$ cat src/design/bright_map.svh
// Constants for the one-wire brightness command decoder
`ifndef BRIGHT_MAP_SVH
`define BRIGHT_MAP_SVH

`define CLK_MHZ        50
`define FRAME_BITS     24
`define FRAME_CNT_W    5
`define ADDR_MSB_POS   23
`define ADDR_LSB_POS   16
`define DEV_ADDR       8'h8f
`define ACK_FLAG_POS   10
`define BRIGHT_MSB_POS 8
`define BRIGHT_LSB_POS 0
`define BRIGHT_RST     9'h1ff
`define CNT_W          18
`define T_EOS_US       2
`define T_EOS_CYC      (`T_EOS_US * `CLK_MHZ)
`define T_ACK_US       512
`define T_ACK_CYC      (`T_ACK_US * `CLK_MHZ)
`define T_VALACK_US    2
`define T_VALACK_CYC   (`T_VALACK_US * `CLK_MHZ)
`define T_IDLE_US      1000
`define T_IDLE_CYC     (`T_IDLE_US * `CLK_MHZ)

`endif

$ cat src/design/bright_pkg.sv
// Types for the one-wire brightness command decoder
`include "bright_map.svh"

package bright_pkg;

	typedef enum logic [1:0] {
		ST_RX,
		ST_VALACK,
		ST_ACK
	} dec_state_t;

	typedef struct packed {
		dec_state_t                state;
		logic [`FRAME_BITS-1:0]    shift;
		logic [`FRAME_CNT_W-1:0]   cnt;
		logic                      bad;
		logic [`CNT_W-1:0]         wait_cnt;
		logic [8:0]                bright;
		logic                      upd;
		logic                      clr;
		logic                      pull;
	} dec_regs_t;

	typedef struct packed {
		logic                      line_d;
		logic                      seen;
		logic [`CNT_W-1:0]         low_cnt;
		logic [`CNT_W-1:0]         high_cnt;
		logic                      bit_stb;
		logic                      bit_val;
		logic                      bit_err;
		logic                      eos;
		logic                      tmo;
	} tmr_regs_t;

endpackage

$ cat src/design/bit_if.sv
// Carrier between the bit timer and the frame decoder
`timescale 1ns/10ps
`default_nettype none

interface bit_if;
	logic clr;
	logic bit_stb;
	logic bit_val;
	logic bit_err;
	logic eos;
	logic tmo;

	modport timer (
		input  clr,
		output bit_stb,
		output bit_val,
		output bit_err,
		output eos,
		output tmo
	);

	modport dec (
		output clr,
		input  bit_stb,
		input  bit_val,
		input  bit_err,
		input  eos,
		input  tmo
	);
endinterface

`default_nettype wire

$ cat src/design/bit_timer.sv
// Bit timer: measures low and high time between falling edges
`timescale 1ns/10ps
`default_nettype none
`include "bright_map.svh"

module bit_timer #(
	parameter int TIMEOUT_CYC = `T_IDLE_CYC
) (
	// Clock and reset
	input  wire logic  clk,
	input  wire logic  rst_n,
	// Line level
	input  wire logic  line_in,
	// Decoder side
	bit_if.timer       bi
);
	import bright_pkg::*;

	tmr_regs_t r_ff;
	tmr_regs_t nxt_r;

	logic                   fall;
	logic [`CNT_W:0]        high_x2;
	logic [`CNT_W:0]        low_x2;

	always_comb begin
		nxt_r = r_ff;
		fall = r_ff.line_d & ~line_in;
		high_x2 = {r_ff.high_cnt, 1'b0};
		low_x2 = {r_ff.low_cnt, 1'b0};
		nxt_r.line_d = line_in;
		nxt_r.bit_stb = 1'b0;
		nxt_r.eos = 1'b0;
		nxt_r.tmo = 1'b0;
		if (bi.clr) begin
			nxt_r.seen = 1'b0;
			nxt_r.low_cnt = '0;
			nxt_r.high_cnt = '0;
		end else if (fall) begin
			// A bit closes at the falling edge that opens the next one
			if (r_ff.seen) begin
				nxt_r.bit_stb = 1'b1;
				nxt_r.bit_val = {1'b0, r_ff.high_cnt} >= low_x2;
				nxt_r.bit_err = ({1'b0, r_ff.high_cnt} < low_x2) && ({1'b0, r_ff.low_cnt} < high_x2);
			end
			nxt_r.seen = 1'b1;
			// The cycle of the fall is already the first low cycle; starting at zero biases zeros to ambiguous
			nxt_r.low_cnt = `CNT_W'(1);
			nxt_r.high_cnt = '0;
		end else if (line_in) begin
			if (r_ff.high_cnt != {`CNT_W{1'b1}})
				nxt_r.high_cnt = r_ff.high_cnt + `CNT_W'(1);
			if (r_ff.seen && r_ff.high_cnt == `CNT_W'(TIMEOUT_CYC - 1))
				nxt_r.tmo = 1'b1;
		end else begin
			if (r_ff.low_cnt != {`CNT_W{1'b1}})
				nxt_r.low_cnt = r_ff.low_cnt + `CNT_W'(1);
			if (r_ff.seen && r_ff.low_cnt == `CNT_W'(`T_EOS_CYC - 1))
				nxt_r.eos = 1'b1;
			if (r_ff.seen && r_ff.low_cnt == `CNT_W'(TIMEOUT_CYC - 1))
				nxt_r.tmo = 1'b1;
		end
	end

	always_ff @(posedge clk or negedge rst_n) begin
		if (!rst_n) begin
			r_ff <= '{line_d: 1'b1, default: '0};
		end else begin
			r_ff <= nxt_r;
		end
	end

	assign bi.bit_stb = r_ff.bit_stb;
	assign bi.bit_val = r_ff.bit_val;
	assign bi.bit_err = r_ff.bit_err;
	assign bi.eos     = r_ff.eos;
	assign bi.tmo     = r_ff.tmo;
endmodule // bit_timer

`default_nettype wire

$ cat src/design/bright_cmd_decoder.sv
// One-wire brightness command decoder, device end
`timescale 1ns/10ps
`default_nettype none
`include "bright_map.svh"

module bright_cmd_decoder #(
	parameter int ACK_CYC     = `T_ACK_CYC,
	parameter int VALACK_CYC  = `T_VALACK_CYC,
	parameter int TIMEOUT_CYC = `T_IDLE_CYC
) (
	// Clock and reset
	input  wire logic        REF_CLK,
	input  wire logic        RSTN,
	// One-wire line, open drain
	input  wire logic        LINE_IN,
	output logic             LINE_OUT,
	output logic             LINE_OE_N,
	// Brightness result
	output logic [8:0]       BRIGHTNESS,
	output logic             BRIGHT_UPD,
	output logic             ACK_BUSY
);
	import bright_pkg::*;

	bit_if bi ();

	dec_regs_t r_ff;
	dec_regs_t nxt_r;

	logic [7:0] addr_byte;
	logic       frame_ok;

	// ------------------------------------------------------------
	// Bit timing
	// ------------------------------------------------------------
	bit_timer #(
		.TIMEOUT_CYC (TIMEOUT_CYC)
	) u_timer (
		.clk     (REF_CLK),
		.rst_n   (RSTN),
		.line_in (LINE_IN),
		.bi      (bi)
	);

	// Timer is held cleared through the acknowledge so our own pull-down is not decoded
	assign bi.clr = r_ff.clr | (r_ff.state != ST_RX);

	// ------------------------------------------------------------
	// Frame assembly and acknowledge
	// ------------------------------------------------------------
	assign addr_byte = r_ff.shift[`ADDR_MSB_POS:`ADDR_LSB_POS];
	assign frame_ok  = !r_ff.bad && r_ff.cnt == `FRAME_CNT_W'(`FRAME_BITS);

	always_comb begin
		nxt_r = r_ff;
		nxt_r.upd = 1'b0;
		nxt_r.clr = 1'b0;
		case (r_ff.state)
			ST_RX: begin
				if (bi.tmo) begin
					// Stalled line abandons a partial frame
					nxt_r.cnt = '0;
					nxt_r.bad = 1'b0;
					nxt_r.clr = 1'b1;
				end else if (bi.bit_stb) begin
					if (r_ff.cnt == `FRAME_CNT_W'(`FRAME_BITS)) begin
						nxt_r.bad = 1'b1;
					end else begin
						// First bit in ends at bit 0 after all shifts
						nxt_r.shift = {bi.bit_val, r_ff.shift[`FRAME_BITS-1:1]};
						nxt_r.cnt = r_ff.cnt + `FRAME_CNT_W'(1);
						if (bi.bit_err)
							nxt_r.bad = 1'b1;
					end
				end else if (bi.eos && r_ff.cnt == `FRAME_CNT_W'(`FRAME_BITS)) begin
					// End of stream closes the frame; filler bits 15..11 and 9 unused
					nxt_r.cnt = '0;
					nxt_r.bad = 1'b0;
					nxt_r.clr = 1'b1;
					if (frame_ok && addr_byte == `DEV_ADDR) begin
						nxt_r.bright = r_ff.shift[`BRIGHT_MSB_POS:`BRIGHT_LSB_POS];
						nxt_r.upd = 1'b1;
						if (r_ff.shift[`ACK_FLAG_POS]) begin
							nxt_r.state = ST_VALACK;
							nxt_r.wait_cnt = '0;
						end
					end
				end
			end
			ST_VALACK: begin
				// Master still holds the line low here
				nxt_r.wait_cnt = r_ff.wait_cnt + `CNT_W'(1);
				if (r_ff.wait_cnt == `CNT_W'(VALACK_CYC - 1)) begin
					nxt_r.state = ST_ACK;
					nxt_r.wait_cnt = '0;
				end
			end
			ST_ACK: begin
				nxt_r.wait_cnt = r_ff.wait_cnt + `CNT_W'(1);
				if (r_ff.wait_cnt == `CNT_W'(ACK_CYC - 1)) begin
					nxt_r.state = ST_RX;
					nxt_r.wait_cnt = '0;
					nxt_r.clr = 1'b1;
				end
			end
			default: begin
				nxt_r.state = ST_RX;
				nxt_r.clr = 1'b1;
			end
		endcase
		nxt_r.pull = (nxt_r.state == ST_ACK);
	end

	always_ff @(posedge REF_CLK or negedge RSTN) begin
		if (!RSTN) begin
			r_ff <= '{state: ST_RX, bright: `BRIGHT_RST, default: '0};
		end else begin
			r_ff <= nxt_r;
		end
	end

	// ------------------------------------------------------------
	// Outputs
	// ------------------------------------------------------------
	assign LINE_OUT   = 1'b0;
	assign LINE_OE_N  = ~r_ff.pull;
	assign BRIGHTNESS = r_ff.bright;
	assign BRIGHT_UPD = r_ff.upd;
	assign ACK_BUSY   = r_ff.state != ST_RX;
endmodule // bright_cmd_decoder

`default_nettype wire

$ cat config.mk
export PLATFORM = sky130hd
export DESIGN_NAME = bright_cmd_decoder
export DESIGN_NICKNAME = d
export VERILOG_FILES = /design/src/design/bright_pkg.sv /design/src/design/bit_if.sv /design/src/design/bit_timer.sv /design/src/design/bright_cmd_decoder.sv
export VERILOG_INCLUDE_DIRS = /design/src /design/src/design
export SDC_FILE = /design/constraint.sdc
export NUM_CORES = 1
export LEC_CHECK = 0
export BUFFER_PORTS_ARGS = -buffer_cell sky130_fd_sc_hd__buf_4
export CORE_MARGIN = 2
export CORE_UTILIZATION = 37
export CTS_CLUSTER_DIAMETER = 80
export CTS_CLUSTER_SIZE = 20
export DETAILED_ROUTE_END_ITERATION = 8
export PLACE_DENSITY = 0.51
export SLEW_MARGIN = 20
export SYNTH_ARGS = -nofsm -noshare
export SYNTH_HDL_FRONTEND = slang
export SYNTH_SLANG_ARGS = --single-unit
$ cat constraint.sdc
create_clock -name REF_CLK -period 2.8 [get_ports REF_CLK]
set_clock_uncertainty 0.15 [all_clocks]
set_input_delay 0.42 -clock REF_CLK [delete_from_list [all_inputs] [get_ports REF_CLK]]
set_output_delay 0.42 -clock REF_CLK [all_outputs]
set_load 0.01 [all_outputs]
==> impl_metrics.yaml, run 1 <==
die:
  die_height_um: 132
  die_width_um: 132
  die-area_um2: 17500
  rows: 46
  io_pins: 16
  core_um2: 15900
  initial_core_util: 0.381
power:
  combPwrFrac: 0.147
  p_leak_uw: 0.00297
  intPower_uw: 2780
  powerDensity_nw_per_um2: 564
  p_switching_uw: 1050
  peakVddDrop_uv: 286
  pwr-share-seq: 0.490
  p_clk_frac: 0.363
  swShare: 0.275
cells_and_area:
  layout_commonest_cell: "dfrtp_1"
  layoutNonFillerInstCount: 855
  multiInputGateArea_um2: 3120
  num_antenna_cells: 0
  regArea_um2: 2640
  drive_gt1_frac: 0.160
  fin_util: 0.426
  nets: 679
  fillers: 1592
  final_cell_mix: "dfrtp_1, nor2_1, inv_1, ha_1, nand2_1"
  area_growth_pct: 11.7
timing:
  max_freq_ghz: 0.402
  fin_tns_setup_ns: 0
  rsz0062_at_grt: "no"
  final.min_clock_period_ns: 2.49
  finalHoldViolations: 0
  finalSetupViolations: 0
  worst_pin_slew_ns: 0.641
  period_share: 0.888
  slew_headroom: 0.573
  drv_slew: 0
  holdWs_ns: 0.0991
min_path:
  min_to: "u_timer.r_ff[42]"
  hold_path.class: "input pin to flip-flop"
  holdPathStages: 1
  hold_start: "LINE_IN"
worst_setup_path:
  path_max_fanout: 22
  timing.rr.end: "u_timer.high_x2[6]"
  regToRegStartpoint: "r_ff[60]"
  critPathKind: "flip-flop to flip-flop"
  end_kind: "flip-flop"
  arrival_ns: 2.57
  required_ns: 2.88
  start_kind: "flip-flop"
  ff2ff_setup_slack_ns: 0.31
  r2r_cells: 8
detailed_routing:
  firstDrtPassIters: 5
  vias: 4725
  wirelength_um: 14200
  drtIter0Drc: 369
  final_antenna_net_count: 0
  wire_per_inst_um: 16.6
  drc: 0
  viasPerCell: 5.53
grt:
  track_usage: 0.170
  grt_pass1_wl_um: 23800
  grt_max_degree: 47
  antenna_found_initial: 0
  grt_pass1_vias: 4728
  overflow: 0
cts:
  clockBufferDepth: 2
  cts_max_level: 3
  insertion_delay_ns: 0.35
  cts.sinks: 105
  cts_made_buffers: 9
  root_buffer: "clkbuf_16"
  cts_tree: "done"
  clk_pin_slew_ns: 0.07
  postCtsSetupBuffers: 0
logic_synthesis:
  yosysWarningCount: 0
  synth_area_leaders: "dfrtp_1, ha_1, mux2_2"
  synth_seq_cells: 105
  synth.largest_area_cell: "dfrtp_1"
  syn-num-nets: 659
  synth_area_um2: 6070
  async_reset_ff_frac: 1.00
  synthCells: 614
  avgSynthCellArea_um2: 9.89
  synth-main-ff-cell: "dfrtp_1"
  yosysSeqAreaShare: 0.435
  ys_types: 61
  synth_edf_count: 0
  synth_top_area_frac: 0.391
place:
  portBuffers: 14
  dp_hpwl_um: 10500
  finalWeightedCongestion: 0.853
  dp.cells: 838
run:
  maxCapViolations: 0
run_status:
  outcome: "finished clean"
-- power by group through the flow --
stage                     combinational (µW)  sequential (µW)  clock [µW]
after detailed placement                 565             1910           0
after floorplan                          412             1850           0
after global placement                   553             1900           0
after CTS                                572             1880        1440
final                                    562             1880        1390
after global routing                     642             1910        1520
-- worst max-delay path by stage --
stage | start | endpoint | slack, ns | depth (start not counted)
finish | r_ff[60] | u_timer.high_x2[6] | 0.31 | 8
global route | r_ff[60] | u_timer.high_x2[1] | 0.14 | 8
CTS | r_ff[12] | r_ff[12] | 0.20 | 7
detailed placement | r_ff[12] | r_ff[12] | 0.22 | 7
global placement | r_ff[12] | r_ff[12] | 0.27 | 7
floorplan | r_ff[60] | u_timer.high_x2[11] | 0.54 | 9
-- kinds of logic (layout without fill, tap and decap cells) --
family	count (synthesis)	after routing	synth area share
AND/OR/NAND/NOR	227	227	0.202
AO/OA/AOI/OAI	116	116	0.133
flip-flops	105	105	0.435
buffers and inverters	70	95	0.0527
adder cells (fa/ha/maj)	42	42	0.0865
multiplexers	33	33	0.0612
XOR/XNOR	20	20	0.0288
other	1	1	0.000617
-- per-stage QoR --
step / instance area, µm² / setup WS (ns) / power (µW)
final: 6790 / 0.313 / 3830
after global routing: 6790 / 0.143 / 4070
after CTS: 6780 / 0.196 / 3890
after detailed placement: 6440 / 0.222 / 2480
after global placement: 6440 / 0.267 / 2460
after floorplan: 6070 / 0.543 / 2260
-- area by class of cell --
| type | count | share of cell area |
|---|---|---|
| clock buffer | 10 | 0.0337 |
| clock inverter | 6 | 0.0144 |
| inverter | 48 | 0.0266 |
| multi-input combinational | 439 | 0.460 |
| sequential | 105 | 0.389 |
| tap | 216 | 0.0398 |
| timing repair buffer | 31 | 0.0365 |
-- flip-flops by register name, indices dropped and copies added (netlist names) --
name	cells
u_timer.high_x2	18
u_timer.bi.bit_stb	1
BRIGHT_UPD	1
addr_byte	8
u_timer.bi.eos	1
u_timer.r_ff	2
BRIGHTNESS	9
u_timer.low_x2	18
r_ff	44
u_timer.bi.bit_val	1
u_timer.bi.bit_err	1
u_timer.bi.tmo	1
-- synthesized netlist by cell type, types with 5 or more instances --
master / n
dfrtp_1: 95
a21o_1: 15
o21ai_0: 29
mux2_2: 33
dfstp_2: 10
nor2_1: 54
nand3_1: 21
a21oi_1: 31
a22o_1: 9
nand4_1: 21
or3_1: 13
inv_1: 48
nand2b_1: 6
and3_1: 8
ha_1: 42
buf_4: 10
nor3_1: 14
clkbuf_1: 5
or4_1: 6
nand2_1: 35
xnor2_1: 17
nor4_1: 22
-- metal layers --
metal	vias up	share of wire	track usage
li1	2272	-	-
met4	0	0.036	0.0767
met5	-	0	0
met1	2327	0.47	0.222
met2	89	0.46	0.264
met3	37	0.037	0.0438
-- what timing repair did --
item | in CTS | in global routing
gates resized for setup | 0 | 1
hold buffers | 1 | 0
endpoints found under the hold margin | 44 | 0
endpoints found under the setup margin | 0 | 1
-- critical path, cell delays in order, from the launching register on --
cell	delay, ns
dfrtp_1	0.40
inv_1	0.11
ha_1	0.31
nand2b_1	0.15
or4_1	0.56
o32ai_2	0.11
buf_4	0.26
nand2b_1	0.20
o21ai_0	0.10
Power figures use the tool's default switching activity.
==> inputs of run 2 (changes only) <==
--- a/config.mk
+++ b/config.mk
@@ -6,6 +6,7 @@
 export SDC_FILE = /design/constraint.sdc
 export NUM_CORES = 1
 export LEC_CHECK = 0
+export ABC_AREA = 1
 export BUFFER_PORTS_ARGS = -buffer_cell sky130_fd_sc_hd__buf_4
 export CORE_MARGIN = 2
 export CORE_UTILIZATION = 37
==> impl_metrics.yaml, run 2 <==
run_status:
  outcome: "finished clean"
place:
  portBuffers: 14
  finalWeightedCongestion: 0.873
  place_area_um2: 7380
  dp_hpwl_um: 13900
logic_synthesis:
  synth_top_area_frac: 0.335
  ys_types: 44
  async_reset_ff_frac: 1.00
  synth.largest_area_cell: "dfrtp_1"
  yosysWarningCount: 0
  synth_seq_cells: 105
  synth_area_um2: 7090
  syn-num-nets: 1032
  yosysSeqAreaShare: 0.372
  synthCells: 987
  synth_area_leaders: "dfrtp_1, nand2_1, ha_1"
  synth_most_common_cell: "nand2_1"
  synth-main-ff-cell: "dfrtp_1"
  synth_commonest_cells: "nand2_1, inv_1, nor2_1"
  avgSynthCellArea_um2: 7.19
  synth_edf_count: 0
run:
  maxCapViolations: 0
die:
  rows: 50
  die_width_um: 142
  die_height_um: 142
  initial_core_util: 0.378
  io_pins: 16
  core_um2: 18800
  die-area_um2: 20300
timing:
  holdWs_ns: 0.0667
  worst_pin_slew_ns: 0.659
  finalHoldViolations: 0
  fin_tns_setup_ns: 0
  finalSetupViolations: 0
  slew_headroom: 0.559
  period_share: 0.823
  final.min_clock_period_ns: 2.30
  rsz0062_at_grt: "no"
  drv_slew: 0
  max_freq_ghz: 0.434
cts:
  cts.sinks: 105
  clockBufferDepth: 2
  cts_made_buffers: 9
  insertion_delay_ns: 0.35
  cts_max_level: 3
  clk_pin_slew_ns: 0.08
  cts_tree: "done"
  root_buffer: "clkbuf_16"
grt:
  grt_max_degree: 44
  grt_pass1_vias: 5809
  overflow: 0
  antenna_found_initial: 0
  grt_pass1_wl_um: 30700
  track_usage: 0.191
cells_and_area:
  drive_gt1_frac: 0.0915
  nets: 1034
  final_area_um2: 7690
  largest_reg_flops: 44
  layout_commonest_cell: "nand2_1"
  area_growth_pct: 8.48
  regMostFlops: "r_ff"
  num_antenna_cells: 0
  final_cell_mix: "nand2_1, inv_1, nor2_1, dfrtp_1, nand3_1"
detailed_routing:
  viasPerCell: 4.98
  drtIter0Drc: 426
  drc: 0
  final_antenna_net_count: 0
  vias: 6120
  firstDrtPassIters: 5
  wire_per_inst_um: 14.9
  wirelength_um: 18200
worst_setup_path:
  crit_family: "simple AND/OR/NAND/NOR gates"
  cp_slowest_stage_delay_ns: 0.42
  crit_path_frequent_cell: "inv_2"
  path_buf_inv: 4
  start_kind: "flip-flop"
  end_kind: "flip-flop"
  crit_path_cell_trace: "inv_1 -> ha_1 -> inv_2 -> nor2_4 -> buf_4 -> nand2_1 -> nand2_2 -> inv_2 -> nand3_1 -> o21ai_1"
  required_ns: 2.89
  critPathKind: "flip-flop to flip-flop"
  crit_slowest_cell: "dfrtp_1"
  arrival_ns: 2.40
  path_max_fanout: 22
power:
  peakVddDrop_uv: 368
  powerDensity_nw_per_um2: 535
  p_leak_uw: 0.00363
min_path:
  hold_path.class: "input pin to flip-flop"
## run 2: changes by cell type in the layout (fill, tap and decap cells not counted), moves of 15 or more
cell / previous run / this run
o21ai_0: 29 / 61
nand2_1: 35 / 257
nor2_1: 53 / 101
nand4_1: 21 / 49
mux2_2: 33 / 1
nand3_1: 21 / 71
inv_1: 48 / 124
xnor2_1: 17 / 0
a21o_1: 15 / 0
## run 2: report_power, final
| group | switching, µW | total [µW] | leakage [µW] | internal, µW |
|---|---|---|---|---|
| logic | 560 | 873 | 0.00212 | 313 |
| registers | 172 | 1940 | 0.00137 | 1770 |
| clock network | 670 | 1310 | 0.000146 | 640 |
| total | 1400 | 4120 | 0.00363 | 2720 |
## run 2: area by class of cell
class	instances	area (µm²)
fillers	1946	11100
multi-input cells	717	3750
flip-flops and latches	105	2640
inverters	129	488
well taps	234	293
clock buffers	9	225
repair buffers	27	218
clock inverters	7	80.1
## run 2: per-stage QoR
step                setup WS (ns)  utilization  total power (µW)  cells
floorplan                   0.849            -              2570    987
CTS                         0.488        0.410              4180   1228
global placement            0.496        0.393              2850   1211
global route                0.218        0.410              4450   1228
detailed placement          0.515        0.393              2850   1211
finish                      0.497        0.410              4120   1228
## run 2: repair_timing
item | in CTS | in global routing
setup buffers | 0 | 0
resized for setup | 0 | 0
hold buffers | 1 | 0
hold endpoints to repair | 32 | 0
## run 2: cells by family (layout without fill, tap and decap cells)
family	count (synthesis)	after routing	share of synthesized area
mux	1	1	0.00159
buf+inv	165	172	0.0990
compound gates	120	120	0.0935
other cells	1	1	0.000529
fa+ha+maj	42	42	0.0741
simple gates	539	539	0.342
xor+xnor	14	14	0.0173
flops	105	105	0.372
## run 2: final timing paths
kind / startpoint / endpoint / slack, ns / depth (start not counted)
setup / recovery: r_ff[60] / u_timer.low_x2[12] / 0.50 / 10
hold / removal: LINE_IN / u_timer.r_ff[42] / 0.07 / 1
setup reg to reg: r_ff[60] / u_timer.low_x2[12] / 0.50 / 10
hold reg to reg: BRIGHTNESS[0] / BRIGHTNESS[0] / 0.32 / 2
max in group asynchronous: RSTN / r_ff[17] / 1.34 / 3
min in group asynchronous: RSTN / r_ff[36] / 0.41 / 2
## run 2: per-layer routing
layer | global-route usage | wire length, µm
met1 | 0.266 | 9050
met2 | 0.306 | 8380
met3 | 0.0370 | 582
met4 | 0.0433 | 233
met5 | 0 | 0
## run 2: worst reg2reg max path, stage by stage, from the launching register on
cell     delay [ns]
dfrtp_1        0.42
inv_1          0.11
ha_1           0.19
inv_2          0.06
nor2_4         0.10
buf_4          0.29
nand2_1        0.19
nand2_2        0.33
inv_2          0.19
nand3_1        0.11
o21ai_1        0.06
==> inputs of run 3 (changes only) <==
--- a/config.mk
+++ b/config.mk
@@ -13,7 +13,7 @@
 export CTS_CLUSTER_DIAMETER = 80
 export CTS_CLUSTER_SIZE = 20
 export DETAILED_ROUTE_END_ITERATION = 8
-export PLACE_DENSITY = 0.51
+export PLACE_DENSITY = 0.53
 export SLEW_MARGIN = 20
 export SYNTH_ARGS = -nofsm -noshare
 export SYNTH_HDL_FRONTEND = slang
==> constraint.sdc (replaced) <==
create_clock -name REF_CLK -period 2 [get_ports REF_CLK]
set_clock_uncertainty 0.15 [all_clocks]
set_input_delay 0.3 -clock REF_CLK [delete_from_list [all_inputs] [get_ports REF_CLK]]
set_output_delay 0.3 -clock REF_CLK [all_outputs]
set_load 0.01 [all_outputs]
==> impl_metrics.yaml, run 3 (same netlist as run 2, synthesis figures left out) <==
run_status:
  outcome: "finished clean"
detailed_routing:
  wirelength_um: 18700
  final_antenna_net_count: 0
  viasPerCell: 5.02
  drtIter0Drc: 406
  vias: 6452
  drc: 0
  wire_per_inst_um: 14.6
  firstDrtPassIters: 6
grt:
  overflow: 0
  antenna_found_initial: 0
  grt_max_degree: 63
  grt_pass1_vias: 6149
  track_usage: 0.196
  grt_pass1_wl_um: 31400
cts:
  clockBufferDepth: 2
  insertion_delay_ns: 0.37
  root_buffer: "clkbuf_16"
  cts_made_buffers: 9
  cts_tree: "done"
  cts.sinks: 105
  cts_max_level: 3
  clk_pin_slew_ns: 0.08
timing:
  rsz0062_at_grt: "yes"
  final.min_clock_period_ns: 1.88
  period_share: 0.941
  worst_pin_slew_ns: 0.504
  fin_tns_setup_ns: 0
  layout_setup_ws_ns: 0.118
  slew_headroom: 0.664
  finalSetupViolations: 0
  finalHoldViolations: 0
  max_freq_ghz: 0.531
  drv_slew: 0
cells_and_area:
  nets: 1091
  final_cell_mix: "nand2_1, inv_1, nor2_1, dfrtp_1, buf_4"
  num_antenna_cells: 0
  largest_reg_flops: 44
  fin_util: 0.443
  final_area_um2: 8320
  layoutNonFillerInstCount: 1285
  regMostFlops: "r_ff"
  drive_gt1_frac: 0.175
  layout_commonest_cell: "nand2_1"
  area_growth_pct: 17.3
power:
  p_leak_uw: 0.00394
  combPwrFrac: 0.229
  p_switching_uw: 2030
  pwr-share-seq: 0.456
  powerDensity_nw_per_um2: 711
  swShare: 0.343
  p_clk_frac: 0.315
  intPower_uw: 3890
  peakVddDrop_uv: 382
die:
  initial_core_util: 0.378
  die_width_um: 142
  rows: 50
  core_um2: 18800
  die-area_um2: 20300
  die_height_um: 142
  io_pins: 16
worst_setup_path:
  arrival_ns: 1.98
  cp_slowest_stage_delay_ns: 0.43
  path_max_fanout: 17
  path_buf_inv: 2
  end_kind: "flip-flop"
  start_kind: "flip-flop"
  crit_family: "simple AND/OR/NAND/NOR gates"
  crit_path_cell_trace: "ha_4 -> inv_1 -> nor2_4 -> nand2_2 -> nor3_4 -> nand3_2 -> nand2_4 -> inv_4 -> nand2_1 -> o21ai_2"
  required_ns: 2.10
  crit_slowest_cell: "dfrtp_1"
  critPathKind: "flip-flop to flip-flop"
place:
  place_area_um2: 7810
  dp_slack_ns: 0.0581
  portBuffers: 14
  dp_hpwl_um: 14200
  finalWeightedCongestion: 0.871
  dp.cells: 1262
min_path:
  hold_path.class: "input pin to flip-flop"
run:
  maxCapViolations: 0
## run 3: metrics by stage
stage / total power, µW / hold slack (ns)
detailed placement: 4030 / 0.163
global route: 6370 / 0.0557
global placement: 4020 / 0.169
finish: 5910 / 0.0706
floorplan: 3600 / -0.146
CTS: 5930 / 0.0564
## run 3: repair_timing
action                                 CTS  global route
setup endpoints to repair                0            60
setup buffers                            0             6
resized for setup                        0            49
hold buffers                             1             0
endpoints found under the hold margin   95             0
## run 3: metal layers
layer / track usage / vias up / routed length [µm]
li1: - / 3347 / -
met1: 0.273 / 2947 / 9140
met2: 0.307 / 129 / 8460
met3: 0.0367 / 29 / 782
met4: 0.0594 / 0 / 318
met5: 0 / - / 0
## run 3: power by group through the flow
| stage | Combinational, µW | Clock (µW) | Sequential [µW] |
|---|---|---|---|
| final | 1350 | 1860 | 2700 |
| after global placement | 1290 | 0 | 2730 |
| after CTS | 1310 | 1930 | 2690 |
| after global routing | 1590 | 2030 | 2750 |
| after detailed placement | 1300 | 0 | 2730 |
| after floorplan | 913 | 0 | 2690 |
## run 3: final cells by class
class	count	area, µm²
flip-flops and latches	105	2650
inverters	129	497
clock buffers	9	225
repair buffers	84	707
fillers	1928	10500
well taps	234	293
clock inverters	7	93.8
multi-input cells	717	3850
## run 3: final timing paths
path | startpoint | end | slack, ns | cells after the start
setup / recovery | u_timer.high_x2[2] | u_timer.high_x2[6] | 0.12 | 10
hold / removal | LINE_IN | u_timer.r_ff[42] | 0.07 | 2
setup reg to reg | u_timer.high_x2[2] | u_timer.high_x2[6] | 0.12 | 10
hold reg to reg | BRIGHTNESS[0] | BRIGHTNESS[0] | 0.32 | 2
max in group asynchronous | RSTN | u_timer.r_ff[42] | 1.03 | 3
min in group asynchronous | RSTN | r_ff[44] | 0.31 | 3
